$ cat src/hw/uss_consts.svh
// Purpose: constants for the uart status and shadow register block
// Assumes: axi4-lite, 32-bit data, byte addresses as printed
// Notes: all offsets, fields, reset values and counts live here
//
// Behaviour
// - status bit 1 reads 1 while transmit fifo not full; resets to 1.
// - status bit 0 set while a serial transfer is in progress.
// - transmit fifo fill count readable as 5 bits; resets to zero.
// - receive fifo fill count readable as 5 bits; resets to zero.
// - soft reset bit 2 flushes transmit fifo; no effect without fifo.
// - soft reset bit 1 flushes receive fifo like the control reset bit.
// - soft reset bit 0 resets whole uart; release synchronised to clock.
// - shadow request-to-send shares storage with modem control bit.
// - shadow break shares storage with line control break bit.
// - shadow dma select mirrors fifo control dma mode bit.
// - shadow fifo enable mirrors fifo control enable bit.
// - shadow receive threshold mirrors 2-bit fifo control receive trigger.
// - shadow empty threshold mirrors trigger; writes ignored without programmable empty.
// - halt bit suspends transmission; writes ignored without fifo.
// - dma soft acknowledge write ends dma transfer; ignored without extra dma.
// - status bit 2 reads 1 while transmit fifo empty; resets to 1.
// - status bit 4 reads 1 while receive fifo completely full.
`ifndef USS_CONSTS_SVH
`define USS_CONSTS_SVH

// ********************************
// register offsets
// ********************************
`define USS_ADDR_W 8
`define USS_OFF_STATUS 8'h7C
`define USS_OFF_TX_LVL 8'h80
`define USS_OFF_RX_LVL 8'h84
`define USS_OFF_SRST 8'h88
`define USS_OFF_SHADOW_REQ_TO_SEND 8'h8C
`define USS_OFF_SBRK 8'h90
`define USS_OFF_SDMA 8'h94
`define USS_OFF_SFEN 8'h98
`define USS_OFF_SRXT 8'h9C
`define USS_OFF_STXT 8'hA0
`define USS_OFF_HALT 8'hA4
`define USS_OFF_DMA_SOFT_ACK 8'hA8
`define USS_OFF_PARAM 8'hF4
`define USS_OFF_IRQ_STAT 8'hE0
`define USS_OFF_IRQ_MASK 8'hE4

// ********************************
// field positions
// ********************************
`define USS_ST_BUSY 0
`define USS_ST_TNF 1
`define USS_ST_TFE 2
`define USS_ST_RNE 3
`define USS_ST_RFF 4
`define USS_SR_UR 0
`define USS_SR_RFR 1
`define USS_SR_XFR 2
`define USS_PRM_EXTRA_DMA 13
`define USS_PRM_THRE 5
`define USS_PRM_STAT 10
`define USS_PRM_SHADOW 11
`define USS_PRM_FIFO_LO 16
`define USS_FIFO_MODE_16 8'h01
`define USS_IRQ_N 3
`define USS_IRQ_TXE 0
`define USS_IRQ_RXF 1
`define USS_IRQ_DMA_SOFT_ACK 2

// ********************************
// reset values and counts
// ********************************
`define USS_LVL_W 5
`define USS_FIFO_DEPTH 5'h10
`define USS_STATUS_RST 5'h06
`define USS_RST_SYNC_N 2

`endif

$ cat src/hw/uss_pkg.sv
// Purpose: types for the uart status and shadow register block
// Assumes: used with uss_consts.svh
// Notes: no constants here, only types
package uss_pkg;
	// gray sequence idle -> answer
	typedef enum logic [1:0] {USS_IDLE = 2'b00, USS_RESP = 2'b01} uss_bus_st_t;
endpackage

$ cat src/hw/uss_regs.sv
// Purpose: status, fifo level, soft reset and shadow control registers of a uart
// Assumes: axi4-lite slave on mclk_i; fifo and line state from the uart core
// Notes: one write and one read may run in parallel; read answers one cycle after take, write answers two cycles after
//
// Implementation choice: the AXI4-Lite register port.
`include "uss_consts.svh"
`timescale 1ns/1ps
`default_nettype none

module uss_regs #(
	parameter bit HAS_FIFO = 1'b1,
	parameter bit HAS_THRE_USER = 1'b1,
	parameter bit HAS_EXTRA_DMA = 1'b1
)(
	// clock and reset
	input wire logic mclk_i,
	input wire logic rst_i,
	// axi4-lite write
	input wire logic [7:0] s_awaddr_i,
	input wire logic s_awvalid_i,
	output logic s_awready_o,
	input wire logic [31:0] s_wdata_i,
	input wire logic [3:0] s_wstrb_i,
	input wire logic s_wvalid_i,
	output logic s_wready_o,
	output logic [1:0] s_bresp_o,
	output logic s_bvalid_o,
	input wire logic s_bready_i,
	// axi4-lite read
	input wire logic [7:0] s_araddr_i,
	input wire logic s_arvalid_i,
	output logic s_arready_o,
	output logic [31:0] s_rdata_o,
	output logic [1:0] s_rresp_o,
	output logic s_rvalid_o,
	input wire logic s_rready_i,
	// uart core state, same clock
	input wire logic [4:0] tx_fifo_level_i,
	input wire logic [4:0] rx_fifo_level_i,
	input wire logic tx_active_i,
	input wire logic rx_active_i,
	// main control views written by the core register file
	input wire logic main_wr_rts_i,
	input wire logic main_wr_brk_i,
	input wire logic main_wr_fcr_i,
	input wire logic [7:0] main_wdata_i,
	// control outputs to the uart core
	output logic req_to_send_o,
	output logic break_ctl_o,
	output logic dma_select_o,
	output logic fifo_on_o,
	output logic [1:0] rx_threshold_o,
	output logic [1:0] tx_empty_threshold_o,
	output logic tx_halt_o,
	output logic tx_fifo_flush_o,
	output logic rx_fifo_flush_o,
	output logic uart_full_reset_o,
	output logic dma_soft_ack_o,
	output logic irq_o
);

	// ********************************
	// state
	// ********************************
	typedef struct packed {
		uss_pkg::uss_bus_st_t wst;
		uss_pkg::uss_bus_st_t rst;
		logic aw_got;
		logic w_got;
		logic [7:0] awaddr;
		logic [31:0] wdata;
		logic [3:0] wstrb;
		logic [1:0] bresp;
		logic [31:0] rdata;
		logic [1:0] rresp;
		logic rts;
		logic brk;
		logic dma;
		logic fen;
		logic [1:0] rxt;
		logic [1:0] txt;
		logic halt;
		logic txflush;
		logic rxflush;
		logic dma_soft_ack;
		logic [1:0] ur_sync;
		logic [4:0] stat;
		logic [4:0] tlvl;
		logic [4:0] rlvl;
		logic [2:0] irq_st;
		logic [2:0] irq_mask;
		logic tfe_d;
		logic rff_d;
		logic irq;
		logic awrdy;
		logic wrdy;
		logic bvld;
		logic arrdy;
		logic rvld;
		logic urst;
	} uss_state_t;

	uss_state_t s_r;
	uss_state_t s_nxt;

	// ********************************
	// decode
	// ********************************
	function automatic logic is_mapped(input logic [7:0] a);
		is_mapped = 1'b1;
		if (a == `USS_OFF_STATUS) is_mapped = 1'b1;
		else if (a >= `USS_OFF_TX_LVL && a <= `USS_OFF_DMA_SOFT_ACK && a[1:0] == 2'b00) is_mapped = 1'b1;
		else if (a == `USS_OFF_PARAM || a == `USS_OFF_IRQ_STAT || a == `USS_OFF_IRQ_MASK) is_mapped = 1'b1;
		else is_mapped = 1'b0;
	endfunction

	logic [31:0] param_word;
	logic [31:0] rd_word;
	logic w_fire;
	logic [2:0] ev;

	always_comb
	begin
		param_word = 32'h0000_0000;
		param_word[`USS_PRM_FIFO_LO +: 8] = HAS_FIFO ? `USS_FIFO_MODE_16 : 8'h00;
		param_word[`USS_PRM_EXTRA_DMA] = HAS_EXTRA_DMA;
		param_word[`USS_PRM_THRE] = HAS_THRE_USER;
		param_word[`USS_PRM_STAT] = 1'b1;
		param_word[`USS_PRM_SHADOW] = 1'b1;
		rd_word = 32'h0000_0000;
		if (s_araddr_i == `USS_OFF_STATUS) rd_word[4:0] = s_r.stat;
		else if (s_araddr_i == `USS_OFF_TX_LVL) rd_word[4:0] = s_r.tlvl;
		else if (s_araddr_i == `USS_OFF_RX_LVL) rd_word[4:0] = s_r.rlvl;
		else if (s_araddr_i == `USS_OFF_SHADOW_REQ_TO_SEND) rd_word[0] = s_r.rts;
		else if (s_araddr_i == `USS_OFF_SBRK) rd_word[0] = s_r.brk;
		else if (s_araddr_i == `USS_OFF_SDMA) rd_word[0] = s_r.dma;
		else if (s_araddr_i == `USS_OFF_SFEN) rd_word[0] = s_r.fen;
		else if (s_araddr_i == `USS_OFF_SRXT) rd_word[1:0] = s_r.rxt;
		else if (s_araddr_i == `USS_OFF_STXT) rd_word[1:0] = s_r.txt;
		else if (s_araddr_i == `USS_OFF_HALT) rd_word[0] = s_r.halt;
		else if (s_araddr_i == `USS_OFF_PARAM) rd_word = param_word;
		else if (s_araddr_i == `USS_OFF_IRQ_STAT) rd_word[2:0] = s_r.irq_st;
		else if (s_araddr_i == `USS_OFF_IRQ_MASK) rd_word[2:0] = s_r.irq_mask;
		else rd_word = 32'h0000_0000;
	end

	// ********************************
	// next state
	// ********************************
	always_comb
	begin
		s_nxt = s_r;
		w_fire = 1'b0;
		ev = 3'h0;
		// ********************************
		// one-cycle pulses
		// ********************************
		s_nxt.txflush = 1'b0;
		s_nxt.rxflush = 1'b0;
		s_nxt.dma_soft_ack = 1'b0;
		// ********************************
		// status sampled from the core
		// ********************************
		// one cycle of latency, traded for a flop-clean read mux
		s_nxt.stat = 5'h00;
		s_nxt.stat[`USS_ST_BUSY] = tx_active_i | rx_active_i;
		s_nxt.stat[`USS_ST_TNF] = tx_fifo_level_i != `USS_FIFO_DEPTH;
		s_nxt.stat[`USS_ST_TFE] = tx_fifo_level_i == 5'h00;
		s_nxt.stat[`USS_ST_RNE] = rx_fifo_level_i != 5'h00;
		s_nxt.stat[`USS_ST_RFF] = rx_fifo_level_i == `USS_FIFO_DEPTH;
		s_nxt.tlvl = tx_fifo_level_i;
		s_nxt.rlvl = rx_fifo_level_i;
		// main views share storage, so no second copy can drift
		if (main_wr_rts_i) s_nxt.rts = main_wdata_i[1];
		if (main_wr_brk_i) s_nxt.brk = main_wdata_i[6];
		if (main_wr_fcr_i)
		begin
			s_nxt.fen = main_wdata_i[0];
			s_nxt.rxflush = main_wdata_i[1] & HAS_FIFO;
			s_nxt.txflush = main_wdata_i[2] & HAS_FIFO;
			s_nxt.dma = main_wdata_i[3];
			if (HAS_THRE_USER) s_nxt.txt = main_wdata_i[5:4];
			s_nxt.rxt = main_wdata_i[7:6];
		end
		// ********************************
		// write channel
		// ********************************
		case (s_r.wst)
			uss_pkg::USS_IDLE:
			begin
				if (s_awvalid_i && !s_r.aw_got)
				begin
					s_nxt.aw_got = 1'b1;
					s_nxt.awaddr = s_awaddr_i;
				end
				if (s_wvalid_i && !s_r.w_got)
				begin
					s_nxt.w_got = 1'b1;
					s_nxt.wdata = s_wdata_i;
					s_nxt.wstrb = s_wstrb_i;
				end
				// both halves held: commit and answer on the same edge
				if (s_r.aw_got && s_r.w_got)
				begin
					w_fire = s_r.wstrb[0];
					s_nxt.aw_got = 1'b0;
					s_nxt.w_got = 1'b0;
					s_nxt.wst = uss_pkg::USS_RESP;
					s_nxt.bresp = is_mapped(s_r.awaddr) ? 2'b00 : 2'b10;
				end
			end
			uss_pkg::USS_RESP:
			begin
				if (s_bready_i)
					s_nxt.wst = uss_pkg::USS_IDLE;
			end
			default:
			begin
				s_nxt.wst = uss_pkg::USS_IDLE;
			end
		endcase
		if (w_fire)
		begin
			if (s_r.awaddr == `USS_OFF_SRST)
			begin
				s_nxt.txflush = s_r.wdata[`USS_SR_XFR] & HAS_FIFO;
				s_nxt.rxflush = s_r.wdata[`USS_SR_RFR] & HAS_FIFO;
			end
			else if (s_r.awaddr == `USS_OFF_SHADOW_REQ_TO_SEND) s_nxt.rts = s_r.wdata[0];
			else if (s_r.awaddr == `USS_OFF_SBRK) s_nxt.brk = s_r.wdata[0];
			else if (s_r.awaddr == `USS_OFF_SDMA) s_nxt.dma = s_r.wdata[0];
			else if (s_r.awaddr == `USS_OFF_SFEN) s_nxt.fen = s_r.wdata[0];
			else if (s_r.awaddr == `USS_OFF_SRXT) s_nxt.rxt = s_r.wdata[1:0];
			else if (s_r.awaddr == `USS_OFF_STXT && HAS_THRE_USER) s_nxt.txt = s_r.wdata[1:0];
			else if (s_r.awaddr == `USS_OFF_HALT && HAS_FIFO) s_nxt.halt = s_r.wdata[0];
			else if (s_r.awaddr == `USS_OFF_DMA_SOFT_ACK) s_nxt.dma_soft_ack = s_r.wdata[0] & HAS_EXTRA_DMA;
			else if (s_r.awaddr == `USS_OFF_IRQ_STAT) s_nxt.irq_st = s_r.irq_st & ~s_r.wdata[2:0];
			else if (s_r.awaddr == `USS_OFF_IRQ_MASK) s_nxt.irq_mask = s_r.wdata[2:0];
		end
		// ********************************
		// read channel
		// ********************************
		case (s_r.rst)
			uss_pkg::USS_IDLE:
			begin
				if (s_arvalid_i)
				begin
					s_nxt.rdata = rd_word;
					s_nxt.rresp = is_mapped(s_araddr_i) ? 2'b00 : 2'b10;
					s_nxt.rst = uss_pkg::USS_RESP;
				end
			end
			uss_pkg::USS_RESP:
			begin
				if (s_rready_i)
					s_nxt.rst = uss_pkg::USS_IDLE;
			end
			default:
			begin
				s_nxt.rst = uss_pkg::USS_IDLE;
			end
		endcase
		// ********************************
		// interrupt events
		// ********************************
		// set wins over a clear in the same cycle
		s_nxt.tfe_d = s_r.stat[`USS_ST_TFE];
		s_nxt.rff_d = s_r.stat[`USS_ST_RFF];
		ev[`USS_IRQ_TXE] = s_r.stat[`USS_ST_TFE] & ~s_r.tfe_d;
		ev[`USS_IRQ_RXF] = s_r.stat[`USS_ST_RFF] & ~s_r.rff_d;
		ev[`USS_IRQ_DMA_SOFT_ACK] = s_r.dma_soft_ack;
		s_nxt.irq_st = s_nxt.irq_st | ev;
		s_nxt.irq = |(s_nxt.irq_st & s_nxt.irq_mask);
		// ********************************
		// full reset pulse
		// ********************************
		// reset release follows the clock through a short chain
		s_nxt.ur_sync = {s_r.ur_sync[0], 1'b0};
		if (w_fire && s_r.awaddr == `USS_OFF_SRST && s_r.wdata[`USS_SR_UR]) s_nxt.ur_sync = 2'b11;
		// ********************************
		// output flops
		// ********************************
		// computed from next state so every port leaves a flop with no added latency
		s_nxt.awrdy = (s_nxt.wst == uss_pkg::USS_IDLE) & ~s_nxt.aw_got;
		s_nxt.wrdy = (s_nxt.wst == uss_pkg::USS_IDLE) & ~s_nxt.w_got;
		s_nxt.bvld = s_nxt.wst == uss_pkg::USS_RESP;
		s_nxt.arrdy = s_nxt.rst == uss_pkg::USS_IDLE;
		s_nxt.rvld = s_nxt.rst == uss_pkg::USS_RESP;
		// held two cycles so the core sees a clean, clock-aligned release
		s_nxt.urst = s_nxt.ur_sync[1] | s_nxt.ur_sync[0];
	end

	// ********************************
	// registers
	// ********************************
	always_ff @(posedge mclk_i)
	begin
		if (rst_i)
		begin
			s_r <= '0;
			s_r.stat <= `USS_STATUS_RST;
			// empty fifo out of reset is no fresh event
			s_r.tfe_d <= 1'b1;
			s_r.awrdy <= 1'b1;
			s_r.wrdy <= 1'b1;
			s_r.arrdy <= 1'b1;
		end
		else
			s_r <= s_nxt;
	end

	// ********************************
	// outputs
	// ********************************
	assign s_awready_o = s_r.awrdy;
	assign s_wready_o = s_r.wrdy;
	assign s_bvalid_o = s_r.bvld;
	assign s_bresp_o = s_r.bresp;
	assign s_arready_o = s_r.arrdy;
	assign s_rvalid_o = s_r.rvld;
	assign s_rdata_o = s_r.rdata;
	assign s_rresp_o = s_r.rresp;
	assign req_to_send_o = s_r.rts;
	assign break_ctl_o = s_r.brk;
	assign dma_select_o = s_r.dma;
	assign fifo_on_o = s_r.fen;
	assign rx_threshold_o = s_r.rxt;
	assign tx_empty_threshold_o = s_r.txt;
	assign tx_halt_o = s_r.halt;
	assign tx_fifo_flush_o = s_r.txflush;
	assign rx_fifo_flush_o = s_r.rxflush;
	assign uart_full_reset_o = s_r.urst;
	assign dma_soft_ack_o = s_r.dma_soft_ack;
	assign irq_o = s_r.irq;

endmodule

`default_nettype wire

$ cat config.mk
export PLATFORM = sky130hd
export DESIGN_NAME = uss_regs
export DESIGN_NICKNAME = d
export VERILOG_FILES = /design/src/hw/uss_pkg.sv /design/src/hw/uss_regs.sv
export VERILOG_INCLUDE_DIRS = /design/src /design/src/hw
export SDC_FILE = /design/constraint.sdc
export NUM_CORES = 1
export LEC_CHECK = 0
export BUFFER_PORTS_ARGS = -buffer_cell sky130_fd_sc_hd__clkbuf_2
export CAP_MARGIN = 10
export CELL_PAD_IN_SITES_DETAIL_PLACEMENT = 0
export CELL_PAD_IN_SITES_GLOBAL_PLACEMENT = 1
export CORE_UTILIZATION = 35
export DETAILED_ROUTE_END_ITERATION = 7
export MAX_ROUTING_LAYER = met4
export PLACE_DENSITY = 0.84
export SLEW_MARGIN = 20
export SYNTH_ARGS = -nofsm -noshare
export SYNTH_HDL_FRONTEND = slang
export SYNTH_SLANG_ARGS = --single-unit
$ cat constraint.sdc
create_clock -name mclk_i -period 2 [get_ports mclk_i]
set_input_delay 0.1 -clock mclk_i [delete_from_list [all_inputs] [get_ports mclk_i]]
set_output_delay 0.1 -clock mclk_i [all_outputs]
set_load 0.01 [all_outputs]
==> flow_summary.ini <==
[logic_synthesis]
syn_area_per_cell_um2 = 8.86
synth.most_common_cell = dfxtp_1
yosysUniqueCellTypes = 55
synthFlopType = dfxtp_1
async_reset_ff_share_pct = 0
netlist_instances = 380
synth_top_area_share_pct = 41.0
synth_top_area_cell = dfxtp_1
synth_edf_count = 0
netlist_top_cells_count = dfxtp_1, nor2_1, buf_4, nand2_1, a21oi_1
syn_area_um2 = 3370
ys_seq_elements = 69
yosys_warnings = 0
yosysSeqAreaShare_pct = 41.0
synth_area_leaders = dfxtp_1, buf_4, nor2_1, mux2i_1, mux2_2

[power]
p_per_area_nw_per_um2 = 751
power_mw = 3.11
power.leakage_nw = 1.75
vdd_ir_drop_max_uv = 334

[critical_path]
worstPathCellList = nand4b_2, nor4_4, mux2_4, a21bo_1, o311ai_1
crit_required_ns = 2.21
reg2reg_depth = 5
crit_type = flip-flop to flip-flop
cpMaxStageDelayCell = dfxtp_1
worstSetupStartpointType = flip-flop
critPathMaxStageDelay_ns = 0.49
path_max_fanout = 7
cp.arrival_ns = 2.08
cp-end-kind = flip-flop

[clocking]
cts-htree-levels = 3
worstSkewPairLatency_ns = 0.34
post_cts_buffers = 0
cts_resized = 0
cts_sinks = 69
clk_pin_slew_ns = 0.08
cts_max_path_buffers = 2
clockRootBuffer = clkbuf_8
ctsHoldBuffers = 22
cts_tree = done
cts_inserted_buffers = 9

[routing]
viasPerCell = 4.72
post_drt_wl_per_cell_um = 12.5
num_vias = 2833
drt_first_iter_violations = 115
dr.pass1.iters = 5
post-route-drc-count = 0
ant_nets = 0
wl_um = 7530

[floorplan]
start_util_pct = 36.3
rows = 35
die_w_um = 100
coreArea_um2 = 9280
die_h_um = 100
die_area_um2 = 10000
num_io_pins = 137

[placement]
dpl.hpwl_um = 5550
gp_congestion = 0.803
dp.cells = 562
io_buffer_count = 80

[finish]
fin_nets = 548
areaGrowthSynthToFinish_pct = 23.1
post-route-util_pct = 44.6
drive_above_1_share_pct = 27.4
fillers = 944
instances_no_fill = 600
diodes = 0

[timing]
rsz0062_at_grt = no
finalClockSkew_ns = 0.00975
fin_setup_tns_ns = 0
holdWs_ns = 0.0251
min_period_over_period_pct = 93.1
fin_crit_ns = 1.86
slew_viol_final = 0
hold_viol = 0
clock.fmax_ghz = 0.537
setup_viol = 0

[min_path]
worst_hold_path.num_cells = 3
hold_class = primary input to flip-flop

[global_route]
grt_pass1_wl_um = 12300
grt_pass1_vias = 2577
grt_max_degree = 39
grt_usage_pct = 16.2
grt_antenna_before_repair = 0
overflow = 0

[outcome]
status = complete, no violations

[flow_run]
drv_cap = 0
## final timing paths
kind	from	end	slack, ns
max	s_r[122]	irq_o	0.14
min	s_wstrb_i[0]	s_r[80]	0.03
max reg2reg	s_r[122]	irq_o	0.14
min reg2reg	s_r[127]	s_r[126]	0.47
## placed cells by master, fill, tap and decap left out, drive strengths merged, types with 4 or more instances in the layout
master	n
dfxtp	69
clkbuf	89
nand3	9
conb	26
dlygate4sd3	22
buf	7
nand2	30
mux2i	16
mux2	14
nor3	13
and3	4
nand4	5
inv	10
a211oi	6
a21oi	23
o21ai	6
nor2b	18
nor2	47
## worst max-delay path, delay by kind of cell, from the launching register on
kind	cells	cell delay [ns]
AND/OR/NAND/NOR	2	0.65
AO/OA/AOI/OAI	2	0.27
multiplexers	1	0.34
flip-flops	1	0.49
## power by group
group	leakage (nW)	switching, mW	internal, mW
clock network	0.110	0.562	0.708
logic	1.07	0.193	0.173
registers	0.567	0.0434	1.43
total	1.75	0.798	2.31
## cell families (layout without fill, tap and decap cells)
kind of cell	Yosys count	after routing	synth area share, %
muxes	30	30	9.55
other	1	26	0.111
DFF	69	69	41.0
AOI/OAI and AO/OA	63	63	12.8
and+or+nand+nor	149	149	24.0
buffers and inverters	68	134	12.5
## layout make-up
class / count / area, um2 / area share (%)
inverters: 9 / 33.8 / 0.815
well taps: 129 / 161 / 3.89
multi-input cells: 268 / 1660 / 40.0
flip-flops and latches: 69 / 1380 / 33.3
repair buffers: 109 / 686 / 16.5
clock inverters: 7 / 98.8 / 2.39
clock buffers: 9 / 124 / 2.99
## through the flow
stage,area (um2),setup WS [ns]
after floorplan,3460,0.356
after global placement,3700,0.222
after detailed placement,3700,0.149
after CTS,4140,0.138
after global routing,4140,0.0577
final,4140,0.138
## flip-flops by register name, summed over array words and instances, names as in the netlist, 2 cells and up
name,cells
tx_empty_threshold_o,2
s_rdata_o,6
rx_threshold_o,2
s_r,40
s_nxt,2
## per-layer routing
| layer | up-vias | routed length [um] | track usage [%] | share of wire [%] |
|---|---|---|---|---|
| li1 | 1438 | - | - | - |
| met1 | 1312 | 3660 | 20.6 | 49 |
| met2 | 76 | 3400 | 25.3 | 45 |
| met3 | 7 | 354 | 4.04 | 4.7 |
| met4 | 0 | 110 | 5.46 | 1.5 |
| met5 | - | 0 | - | 0 |
No activity file was read; power rests on OpenSTA's default activity.
